## src/verilog/sem_params.svh

```systemverilog
// Purpose: Offsets, field positions, reset values and timing for the motion I/O block
// Assumes: 200 MHz system clock
// Notes: Register offsets are byte addresses on the plain register port
`ifndef SEM_PARAMS_SVH
`define SEM_PARAMS_SVH

`define SEM_A_CTRL 8'h00
`define SEM_A_PERIOD 8'h04
`define SEM_A_MOVE 8'h08
`define SEM_A_LIMCFG 8'h0C
`define SEM_A_ENCCFG 8'h10
`define SEM_A_POS0 8'h14
`define SEM_A_POS1 8'h18
`define SEM_A_IDXPOS 8'h1C
`define SEM_A_STATUS 8'h20
`define SEM_A_SERVO 8'h24
`define SEM_A_TORQUE 8'h28
`define SEM_A_OFFSET 8'h2C

`define SEM_B_DUAL 0
`define SEM_B_STEP_HI 1
`define SEM_B_DIFF 2
`define SEM_B_DEN_EN 3
`define SEM_B_DEN_HI 4
`define SEM_B_STOP_FIN 5
`define SEM_B_ARM 7
`define SEM_B_MOVE_REV 31
`define SEM_B_ST_FAULT 1
`define SEM_B_ST_FOUND 2
`define SEM_B_ST_LIMSTOP 7

`define SEM_RST_CTRL 6'h12
`define SEM_RST_PERIOD 16'h0064
`define SEM_RST_LIMDIV 16'h0064
`define SEM_RST_LIMPOL 3'h7
`define SEM_RST_ENCPOL 5'h1F
`define SEM_RST_VMAX 12'h7D0
`define SEM_RST_TQ_LO 16'h8000
`define SEM_RST_TQ_HI 16'h7FFF

`define SEM_CLK_MHZ 200
`define SEM_DEN_MIN_US 100
`define SEM_ENC_MIN_NS 100
`define SEM_ENC_FILT_MAX (`SEM_ENC_MIN_NS * `SEM_CLK_MHZ / 1000 - 1)
`define SEM_LIM_SAMPLES 5'h04

`endif

```

## src/verilog/sem_pkg.sv

```systemverilog
// Purpose: Types shared by the motion I/O block
// Assumes: Constants come from sem_params.svh
// Notes: The whole top-level state is one packed struct
package sem_pkg;

	typedef enum logic [1:0] {
		ST_IDLE = 2'h0,
		ST_ACTIVE = 2'h1,
		ST_GAP = 2'h3
	} sem_step_state_t;

	typedef struct packed {
		logic [5:0] ctrl;
		logic [15:0] period;
		logic [2:0] lim_en;
		logic [2:0] lim_pol;
		logic [15:0] lim_div;
		logic [15:0] lim_cnt;
		logic lim_tick;
		logic [2:0] lim_prev;
		logic [4:0] enc_pol;
		logic [1:0] qual;
		logic armed;
		logic [11:0] vmax;
		logic [4:0] enc_len;
		logic [1:0] ph0_prev;
		logic [1:0] ph1_prev;
		logic idx_prev;
		logic [31:0] pos0;
		logic [31:0] pos1;
		logic [31:0] idx_pos;
		logic found;
		logic fault;
		logic limstop;
		sem_step_state_t st;
		logic [15:0] rem;
		logic [15:0] tmr;
		logic rev;
		logic den_pin;
		logic [23:0] den_tmr;
		logic cmd0_p;
		logic cmd0_n;
		logic cmd1_p;
		logic cmd1_n;
		logic [15:0] servo_cmd;
		logic [15:0] tq_lo;
		logic [15:0] tq_hi;
		logic [15:0] offset;
		logic [15:0] dac;
		logic [31:0] rdata;
	} sem_state_t;

endpackage

```

## src/verilog/sem_filt_if.sv

```systemverilog
// Purpose: Carrier between the motion I/O top and its glitch filter
// Assumes: One clock domain
// Notes: len is the count of agreeing samples needed to accept a level
`timescale 1ns/10ps
interface sem_filt_if #(parameter int W = 3);
	logic [W-1:0] raw;
	logic [W-1:0] clean;
	logic tick;
	logic [4:0] len;
	modport filt (input raw, input tick, input len, output clean);
	modport user (output raw, output tick, output len, input clean);
endinterface

```

## src/verilog/sem_glitch_filter.sv

```systemverilog
// Purpose: Bank of digital glitch filters
// Assumes: Inputs synchronous to sys_clk
// Notes: A new level passes only after len sampled ticks without a bounce
`timescale 1ns/10ps
module sem_glitch_filter #(parameter int W = 3) (
	// Clock and reset
	input wire logic sys_clk,
	input wire logic rst,
	// Filtered lines
	sem_filt_if.filt f
);

	typedef struct packed {
		logic [W-1:0][4:0] cnt;
		logic [W-1:0] clean;
	} sem_filt_state_t;

	sem_filt_state_t s;
	sem_filt_state_t next_s;

	always_comb begin
		next_s = s;
		for (int i = 0; i < W; i++) begin
			if (f.raw[i] == s.clean[i]) begin
				next_s.cnt[i] = 5'h00;
			end else if (f.tick) begin
				// Length zero behaves as one, so a line can never freeze
				if (s.cnt[i] + 5'h01 >= f.len) begin
					next_s.clean[i] = f.raw[i];
					next_s.cnt[i] = 5'h00;
				end else begin
					next_s.cnt[i] = s.cnt[i] + 5'h01;
				end
			end
		end
	end

	always_ff @(posedge sys_clk or posedge rst) begin
		if (rst) begin
			s <= '0;
		end else begin
			s <= next_s;
		end
	end

	assign f.clean = s.clean;

endmodule

```

## src/verilog/sem_motion_io.sv

```systemverilog
// Purpose: Stepper command, drive enable, servo value, limit/home and encoder logic for one axis
// Assumes: All pins synchronous to sys_clk; registers reached over a plain strobe port
// Notes: Read data appears in the cycle after the read strobe and only there
//
// How it works
// - One pulse per commanded step
// - Direction output shows commanded direction
// - Forward drives the active level, reverse opposite
// - Dual mode: forward or reverse pulse line
// - Software polarity for both stepper outputs
// - Differential mode: negative line is complement
// - Servo value clamped to limits, offset added
// - Drive enable drops at once on fault
// - Software enables drive enable, picks active level
// - Enabled limit or home edge stops motion
// - Held limit blocks, released limit allows moves
// - Limit and home inputs glitch filtered, programmable
// - Per-input enable and active level
// - Encoder filter derived from maximum velocity
// - Quadrature phases drive signed 32-bit counter
// - Leading phase picks count direction
// - Every edge of both phases counts
// - Primary channel has index, secondary none
// - Armed search latches count at index
// - Index qualified by chosen phase levels
// - Per-input encoder polarity including index
// - Accepts 100 ns encoder pulses
// - Drive enable pulses last 100 us minimum, except that a fault drop ends one at once
//
// The placing of the registers and the address-and-strobe port are this design's own decisions.
`timescale 1ns/10ps
`include "sem_params.svh"
module sem_motion_io #(parameter int DEN_MIN_CYC = `SEM_DEN_MIN_US * `SEM_CLK_MHZ) (
	// Clock and reset
	input wire logic sys_clk,
	input wire logic rst,
	// Register port
	input wire logic [7:0] reg_addr,
	input wire logic [31:0] reg_wdata,
	input wire logic reg_wr,
	input wire logic reg_rd,
	output logic [31:0] reg_rdata,
	// Stepper command lines: step or forward_pulse_out, direction or reverse_pulse_out
	output logic cmd0_p,
	output logic cmd0_n,
	output logic cmd1_p,
	output logic cmd1_n,
	// Drive
	output logic [15:0] servo_dac,
	output logic drive_en_out,
	input wire logic drive_fault,
	// Switches
	input wire logic fwd_limit_in,
	input wire logic rev_limit_in,
	input wire logic home_in,
	// Encoders
	input wire logic enc0_a,
	input wire logic enc0_b,
	input wire logic enc0_idx,
	input wire logic enc1_a,
	input wire logic enc1_b
);

	sem_pkg::sem_state_t s;
	sem_pkg::sem_state_t next_s;

	sem_filt_if #(.W(3)) lim_if();
	sem_filt_if #(.W(5)) enc_if();

	sem_glitch_filter #(.W(3)) u_lim_filt (
		.sys_clk(sys_clk),
		.rst(rst),
		.f(lim_if.filt)
	);

	sem_glitch_filter #(.W(5)) u_enc_filt (
		.sys_clk(sys_clk),
		.rst(rst),
		.f(enc_if.filt)
	);

	// Quadrature step from {A,B} history; a jump of both phases is dropped
	function automatic logic [31:0] qdec(input logic [1:0] prev, input logic [1:0] cur);
		case ({prev, cur})
			4'h2, 4'hB, 4'hD, 4'h4: qdec = 32'h0000_0001;
			4'h1, 4'h7, 4'hE, 4'h8: qdec = 32'hFFFF_FFFF;
			default: qdec = 32'h0000_0000;
		endcase
	endfunction

	// Shorter filter for faster encoders, capped below the shortest legal pulse
	function automatic logic [4:0] enc_len(input logic [11:0] vmax);
		if (vmax >= 12'h3E8) begin
			enc_len = 5'h04;
		end else if (vmax >= 12'h190) begin
			enc_len = 5'h08;
		end else if (vmax >= 12'h0C8) begin
			enc_len = 5'h0C;
		end else begin
			enc_len = 5'(`SEM_ENC_FILT_MAX);
		end
	endfunction

	function automatic logic [15:0] sat16(input logic signed [17:0] v);
		if (v > 18'sh07FFF) begin
			sat16 = 16'h7FFF;
		end else if (v < -18'sh08000) begin
			sat16 = 16'h8000;
		end else begin
			sat16 = v[15:0];
		end
	endfunction

	// Filter inputs
	assign lim_if.raw = {home_in, rev_limit_in, fwd_limit_in};
	assign lim_if.tick = s.lim_tick;
	assign lim_if.len = `SEM_LIM_SAMPLES;
	// Only the primary channel carries an index
	assign enc_if.raw = {enc1_b, enc1_a, enc0_idx, enc0_b, enc0_a};
	assign enc_if.tick = 1'b1;
	assign enc_if.len = s.enc_len;

	always_comb begin
		logic [2:0] lim_act;
		logic [2:0] lim_rise;
		logic [4:0] enc_lv;
		logic [1:0] ph0;
		logic [1:0] ph1;
		logic moving;
		logic stop;
		logic start;
		logic blocked;
		logic pulse;
		logic lvl0;
		logic lvl1;
		logic want_on;
		logic den_tgt;
		logic signed [15:0] clamped;
		lim_act = '0;
		lim_rise = '0;
		enc_lv = '0;
		ph0 = '0;
		ph1 = '0;
		moving = 1'b0;
		stop = 1'b0;
		start = 1'b0;
		blocked = 1'b0;
		pulse = 1'b0;
		lvl0 = 1'b0;
		lvl1 = 1'b0;
		want_on = 1'b0;
		den_tgt = 1'b0;
		clamped = '0;
		next_s = s;
		next_s.rdata = 32'h0000_0000;

		// Limit filter sample rate sets its cutoff
		next_s.lim_tick = (s.lim_cnt >= s.lim_div);
		next_s.lim_cnt = next_s.lim_tick ? 16'h0000 : s.lim_cnt + 16'h0001;
		lim_act = (lim_if.clean ^ ~s.lim_pol) & s.lim_en;
		lim_rise = lim_act & ~s.lim_prev;
		next_s.lim_prev = lim_act;

		// Encoder levels after polarity
		next_s.enc_len = enc_len(s.vmax);
		enc_lv = enc_if.clean ^ ~s.enc_pol;
		ph0 = {enc_lv[0], enc_lv[1]};
		ph1 = {enc_lv[3], enc_lv[4]};
		// Every edge of either phase is one count; sum wraps naturally
		next_s.pos0 = s.pos0 + qdec(s.ph0_prev, ph0);
		next_s.pos1 = s.pos1 + qdec(s.ph1_prev, ph1);
		next_s.ph0_prev = ph0;
		next_s.ph1_prev = ph1;
		next_s.idx_prev = enc_lv[2];

		// Step generator
		moving = (s.st != sem_pkg::ST_IDLE);
		stop = moving && ((|lim_rise) || (!s.rev && lim_act[0]) || (s.rev && lim_act[1]) || s.fault);
		case (s.st)
			sem_pkg::ST_IDLE: begin
				next_s.rem = 16'h0000;
			end
			sem_pkg::ST_ACTIVE: begin
				if (s.tmr <= 16'h0001) begin
					next_s.st = sem_pkg::ST_GAP;
					next_s.tmr = s.period;
				end else begin
					next_s.tmr = s.tmr - 16'h0001;
				end
			end
			sem_pkg::ST_GAP: begin
				if (s.tmr > 16'h0001) begin
					next_s.tmr = s.tmr - 16'h0001;
				end else if (s.rem <= 16'h0001) begin
					next_s.st = sem_pkg::ST_IDLE;
					next_s.rem = 16'h0000;
				end else begin
					next_s.st = sem_pkg::ST_ACTIVE;
					next_s.rem = s.rem - 16'h0001;
					next_s.tmr = s.period;
				end
			end
			default: begin
				next_s.st = sem_pkg::ST_IDLE;
			end
		endcase
		if (stop) begin
			// Finishing mode lets the current pulse end cleanly
			if (s.ctrl[`SEM_B_STOP_FIN]) begin
				next_s.rem = 16'h0001;
			end else begin
				next_s.st = sem_pkg::ST_IDLE;
				next_s.rem = 16'h0000;
			end
		end

		// Register writes
		if (reg_wr) begin
			case (reg_addr)
				`SEM_A_CTRL: next_s.ctrl = reg_wdata[5:0];
				`SEM_A_PERIOD: next_s.period = reg_wdata[15:0];
				`SEM_A_MOVE: begin
					// A move while moving is ignored; a held limit refuses it
					blocked = reg_wdata[`SEM_B_MOVE_REV] ? lim_act[1] : lim_act[0];
					start = !moving && (reg_wdata[15:0] != 16'h0000) && !blocked && !s.fault;
					if (start) begin
						next_s.st = sem_pkg::ST_ACTIVE;
						next_s.rem = reg_wdata[15:0];
						next_s.tmr = s.period;
						next_s.rev = reg_wdata[`SEM_B_MOVE_REV];
					end
				end
				`SEM_A_LIMCFG: begin
					next_s.lim_en = reg_wdata[2:0];
					next_s.lim_pol = reg_wdata[6:4];
					next_s.lim_div = reg_wdata[31:16];
				end
				`SEM_A_ENCCFG: begin
					next_s.enc_pol = reg_wdata[4:0];
					next_s.qual = reg_wdata[6:5];
					next_s.vmax = reg_wdata[27:16];
					if (reg_wdata[`SEM_B_ARM]) begin
						next_s.armed = 1'b1;
						next_s.found = 1'b0;
					end
				end
				`SEM_A_POS0: next_s.pos0 = reg_wdata;
				`SEM_A_POS1: next_s.pos1 = reg_wdata;
				`SEM_A_STATUS: begin
					if (reg_wdata[`SEM_B_ST_FAULT]) next_s.fault = 1'b0;
					if (reg_wdata[`SEM_B_ST_FOUND]) next_s.found = 1'b0;
					if (reg_wdata[`SEM_B_ST_LIMSTOP]) next_s.limstop = 1'b0;
				end
				`SEM_A_SERVO: next_s.servo_cmd = reg_wdata[15:0];
				`SEM_A_TORQUE: begin
					next_s.tq_lo = reg_wdata[15:0];
					next_s.tq_hi = reg_wdata[31:16];
				end
				`SEM_A_OFFSET: next_s.offset = reg_wdata[15:0];
				default: ;
			endcase
		end

		// Hardware sets come after software clears so they win
		if (drive_fault) begin
			next_s.fault = 1'b1;
		end
		if (stop || (reg_wr && reg_addr == `SEM_A_MOVE && blocked)) begin
			next_s.limstop = 1'b1;
		end
		if (s.armed && enc_lv[2] && !s.idx_prev && ph0 == s.qual) begin
			next_s.idx_pos = s.pos0;
			next_s.found = 1'b1;
			next_s.armed = 1'b0;
		end

		// Stepper pins
		pulse = (s.st == sem_pkg::ST_ACTIVE);
		if (s.ctrl[`SEM_B_DUAL]) begin
			lvl0 = pulse && !s.rev;
			lvl1 = pulse && s.rev;
		end else begin
			lvl0 = pulse;
			lvl1 = !s.rev;
		end
		next_s.cmd0_p = lvl0 ^ ~s.ctrl[`SEM_B_STEP_HI];
		next_s.cmd1_p = lvl1 ^ ~s.ctrl[`SEM_B_STEP_HI];
		next_s.cmd0_n = s.ctrl[`SEM_B_DIFF] & ~next_s.cmd0_p;
		next_s.cmd1_n = s.ctrl[`SEM_B_DIFF] & ~next_s.cmd1_p;

		// Drive enable; any pin level holds a minimum time except a fault drop
		want_on = s.ctrl[`SEM_B_DEN_EN] && !s.fault && !drive_fault;
		den_tgt = want_on ? s.ctrl[`SEM_B_DEN_HI] : ~s.ctrl[`SEM_B_DEN_HI];
		if (s.den_tmr != 24'h000000) begin
			next_s.den_tmr = s.den_tmr - 24'h000001;
		end
		if (den_tgt != s.den_pin) begin
			if (s.den_tmr == 24'h000000 || drive_fault || s.fault) begin
				next_s.den_pin = den_tgt;
				next_s.den_tmr = 24'(DEN_MIN_CYC - 1);
			end
		end

		// Servo value: clamp to torque window, then offset with saturation
		clamped = $signed(s.servo_cmd);
		if (clamped > $signed(s.tq_hi)) begin
			clamped = $signed(s.tq_hi);
		end
		if (clamped < $signed(s.tq_lo)) begin
			clamped = $signed(s.tq_lo);
		end
		next_s.dac = sat16(18'(clamped) + 18'($signed(s.offset)));

		// Register reads
		if (reg_rd) begin
			case (reg_addr)
				`SEM_A_CTRL: next_s.rdata = {26'h0, s.ctrl};
				`SEM_A_PERIOD: next_s.rdata = {16'h0, s.period};
				`SEM_A_MOVE: next_s.rdata = {s.rev, 15'h0, s.rem};
				`SEM_A_LIMCFG: next_s.rdata = {s.lim_div, 9'h0, s.lim_pol, 1'b0, s.lim_en};
				`SEM_A_ENCCFG: next_s.rdata = {4'h0, s.vmax, 8'h0, s.armed, s.qual, s.enc_pol};
				`SEM_A_POS0: next_s.rdata = s.pos0;
				`SEM_A_POS1: next_s.rdata = s.pos1;
				`SEM_A_IDXPOS: next_s.rdata = s.idx_pos;
				`SEM_A_STATUS: next_s.rdata = {s.rem, 8'h0, s.limstop, lim_act, s.den_pin, s.found, s.fault, moving};
				`SEM_A_SERVO: next_s.rdata = {16'h0, s.servo_cmd};
				`SEM_A_TORQUE: next_s.rdata = {s.tq_hi, s.tq_lo};
				`SEM_A_OFFSET: next_s.rdata = {16'h0, s.offset};
				default: next_s.rdata = 32'h0000_0000;
			endcase
		end
	end

	always_ff @(posedge sys_clk or posedge rst) begin
		if (rst) begin
			// Enable inactive, step line idle, counters zero
			s <= '0;
			s.ctrl <= `SEM_RST_CTRL;
			s.period <= `SEM_RST_PERIOD;
			s.lim_pol <= `SEM_RST_LIMPOL;
			s.lim_div <= `SEM_RST_LIMDIV;
			s.enc_pol <= `SEM_RST_ENCPOL;
			s.vmax <= `SEM_RST_VMAX;
			s.enc_len <= 5'h04;
			s.tq_lo <= `SEM_RST_TQ_LO;
			s.tq_hi <= `SEM_RST_TQ_HI;
			s.cmd0_p <= 1'b0;
			s.cmd1_p <= 1'b0;
			s.st <= sem_pkg::ST_IDLE;
		end else begin
			s <= next_s;
		end
	end

	assign reg_rdata = s.rdata;
	assign cmd0_p = s.cmd0_p;
	assign cmd0_n = s.cmd0_n;
	assign cmd1_p = s.cmd1_p;
	assign cmd1_n = s.cmd1_n;
	assign servo_dac = s.dac;
	assign drive_en_out = s.den_pin;

endmodule

```

## config.mk

```make
export PLATFORM = sky130hd
export DESIGN_NAME = sem_motion_io
export DESIGN_NICKNAME = d
export VERILOG_FILES = /design/src/verilog/sem_pkg.sv /design/src/verilog/sem_filt_if.sv /design/src/verilog/sem_glitch_filter.sv /design/src/verilog/sem_motion_io.sv
export VERILOG_INCLUDE_DIRS = /design/src /design/src/verilog
export SDC_FILE = /design/constraint.sdc
export NUM_CORES = 1
export LEC_CHECK = 0
export ABC_CLOCK_PERIOD_IN_PS = 33800
export BUFFER_PORTS_ARGS = -buffer_cell sky130_fd_sc_hd__buf_2
export CORE_MARGIN = 8
export CORE_UTILIZATION = 40
export CTS_BUF_LIST = sky130_fd_sc_hd__clkbuf_4
export CTS_CLUSTER_SIZE = 20
export DETAILED_ROUTE_END_ITERATION = 16
export HOLD_SLACK_MARGIN = 0.08
export PLACE_DENSITY = 0.67
export RECOVER_POWER = 25
export SLEW_MARGIN = 20
export SYNTH_ARGS = -nofsm -noshare
export SYNTH_HDL_FRONTEND = slang
export SYNTH_SLANG_ARGS = --single-unit
```

## constraint.sdc

```tcl
create_clock -name sys_clk -period 33.8 [get_ports sys_clk]
set_input_delay 6.76 -clock sys_clk [delete_from_list [all_inputs] [get_ports sys_clk]]
set_output_delay 6.76 -clock sys_clk [all_outputs]
set_load 0.05 [all_outputs]
```

==> flow_summary.ini <==
[sta]
tightest_slew_ns = 5.507
setup-violations-final = 0
period_needed_ns = 11.03
final.setup.worst_slack_ns = 22.77
tns_ns = 0
skew_ns = 0.08073
rsz0062_at_grt = no
maxSlewHeadroom_pct = -269.2
finalMaxSlewViolations = 152
min_period_over_period_pct = 32.63
max_freq_mhz = 90.68
hold_viol_final = 0

[power_and_ir_drop]
leakage_nw = 12.42
vdd_drop_max_mv = 0.04384
power_density_mw_per_mm2 = 89.22

[global_routing]
grt_max_degree = 154
grt_pass1_vias = 19600
grt_usage_pct = 20.81
grt_overflow_total = 0
antenna_found_initial = 4
grt_pass1_wl_um = 114600

[floorplan]
rows = 90
dieWidth_um = 263.2
io-pin-count = 106
coreArea_mm2 = 0.06036
die_y_um = 263.2
die_area_mm2 = 0.06930
start_util_pct = 40.51

[detailed_routing]
wl_um = 73940
routedWlPerCell_um = 21.92
vias_per_cell = 5.820
dr.first_iter.drc_count = 1812
route.detailed.drc = 0
vias = 19640
firstDrtPassIters = 6
antenna_left = 0

[logic_synthesis]
synth_top_cells_by_area = dfrtp_1, ha_1, mux2_2
synth_area_leader_cell = dfrtp_1
syn_area_mm2 = 0.02445
yosysSeqAreaShare_pct = 42.67
synth_warnings = 0
syn_nets = 2635
ys_ff_latch = 415
ys_async_sr_fraction_pct = 100.0
synth-main-ff-cell = dfrtp_1
synth-edff-count = 0
synth_common_cells = dfrtp_1, mux2_2, nand2_1
yosys.cell_count.top_type = dfrtp_1
yosysUniqueCellTypes = 85
synth_top_area_share_pct = 38.48
synth.avg_cell_area_um2 = 10.19
syn_inst = 2399

[clocking]
clk_latency_ns = 0.87
postCtsSetupRepairBufs = 0
path_clk_slew_ns = 0.06
cts_repair_resize_count = 0
clockBufferDepth = 3
ctsHoldBuffers = 0
cts_buffers = 108
cts_max_level = 3
numClockSinks = 415
root_buffer = clkbuf_4
cts_tree = built

[critical_path]
worst_path_max_delay_cell = clkinvlp_2
endpoint_kind = asynchronous set/reset pin
cp-start-kind = primary input
worstPathRequired_ns = 34.64
slowest_delay_ns = 3.02
path_class = primary input to asynchronous set/reset pin
critPathArrivalTime_ns = 11.86
worstPathCellList = buf_2 > clkinvlp_2 > buf_4 > buf_12
crit_fanout = 153

[finish]
area_growth_pct = 10.02
fillers = 5733
drive_gt1_share_pct = 22.17
fin_nets = 2739

[flow_run]
cap_violations = 2

[hold_path]
hold_path_class = flip-flop to flip-flop

[outcome]
status = finished with violations
violations = max-capacitance violations, max-slew violations

[place]
io_buffers = 105
hpwl_um = 53490
gp_congestion = 0.9081
place_ws_ns = 24.41
==> worst max-delay path, delay by kind of cell <==
family,cells,cell delay [ns]
buffers and inverters,4,4.82
==> report_power, final <==
part / internal (mW) / total (mW) / switching [mW] / leakage [nW]
Sequential: 0.613 / 0.726 / 0.113 / 5.34
Clock: 0.252 / 0.458 / 0.206 / 0.889
Combinational: 0.519 / 1.22 / 0.698 / 6.20
==> cell families (layout without fill, tap and decap cells) <==
| family | after synthesis | after routing | synth area share (%) |
|---|---|---|---|
| other | 0 | 3 | 0 |
| and+or+nand+nor | 616 | 616 | 12.37 |
| AOI/OAI and AO/OA | 585 | 585 | 15.70 |
| DFF | 415 | 415 | 42.67 |
| muxes | 207 | 207 | 9.605 |
| adders and majority gates | 185 | 185 | 9.538 |
| buffers and inverters | 234 | 424 | 4.488 |
| xor gates and xnor gates | 157 | 157 | 5.624 |
==> flip-flops by register name (all words and copies together) (netlist names) <==
register,count
s,310
reg_rdata,32
u_enc_filt.s,25
servo_dac,16
u_lim_filt.s,15
u_enc_filt.f.clean,5
enc_if.len,3
u_lim_filt.f.clean,3
cmd0_n,1
cmd0_p,1
cmd1_n,1
cmd1_p,1
drive_en_out,1
lim_if.tick,1
==> stage by stage <==
step / total power [mW] / utilization [%] / std cells / hold slack (ns) / cell area [um2]
2_1_floorplan: 1.653 / - / 2399 / 0.4574 / 24450
3_3_place_gp: 1.877 / 42.19 / 3175 / 0.4802 / 25460
3_5_place_dp: 1.926 / 42.19 / 3175 / 0.4970 / 25460
4_1_cts: 2.397 / 44.61 / 3371 / 0.5108 / 26930
5_1_grt: 2.590 / 44.56 / 3372 / 0.5296 / 26900
6_report: 2.400 / 44.57 / 3374 / 0.5115 / 26900
==> path summary, 6_finish.rpt <==
check                                                         end  depth (start not counted)          startpoint  slack (ns)
worst max-delay path                           s[355]$_DFFE_PP0P_                          4                 rst       22.77
worst min-delay path                           s[187]$_DFFE_PP0P_                          1  s[187]$_DFFE_PP0P_        0.51
worst max register to register            servo_dac[14]$_DFF_PP0_                         27   s[77]$_DFFE_PP1P_       25.63
worst min register to register                 s[187]$_DFFE_PP0P_                          1  s[187]$_DFFE_PP0P_        0.51
max in group sys_clk                             s[143]$_DFF_PP0_                         11         reg_addr[1]       25.43
min in group asynchronous       u_enc_filt.f.clean[0]$_DFFE_PP0P_                          2                 rst        7.62
==> layer usage <==
layer | vias to the layer above | track usage (%) | wire, um
met2 | 823 | 33.13 | 34120
met1 | 9726 | 26.79 | 30940
met4 | 2 | 10.36 | 3379
li1 | 8920 | - | -
met3 | 167 | 4.223 | 5493
met5 | - | 0 | 13
==> cell type report <==
class                           count  area, um2  area share [%]
Tap cell                          782      978.4           3.637
Sequential cell                   415      10430           38.78
Clock buffer                      186       1396           5.190
Inverter                           98      369.1           1.372
Clock inverter                     10      66.31          0.2465
Timing Repair Buffer              130      706.9           2.628
Multi-Input combinational cell   1750      12940           48.11
Antenna cell                        3      7.507         0.02791
==> cells in the final DEF (no fill, tap or decap), types with 14 or more instances in the layout <==
master    netlist  final
xnor2_1        95     95
dfrtp_1       376    376
nor4_1         21     21
xor2_1         62     62
o21a_1         16     16
nor3_1         32     32
nand2b_1       32     32
buf_2           4     96
nor2b_1        30     30
a21o_1         51     51
nor2_1        158    151
nand2_1       184    184
a221oi_1       24     24
ha_1          180    180
inv_1          97     96
a222oi_1       15     15
nand3_1        51     51
buf_4          49     22
nand4_1        18     18
or3_1          14     14
dfstp_2        39     38
clkbuf_4        0    186
mux2_2        190    190
a22oi_1        68     68
a21oi_1       138    138
o21ai_1        19     19
a22o_1         18     18
a31oi_1        32     32
o21ai_0       112    112
Power figures use the tool's default switching activity.
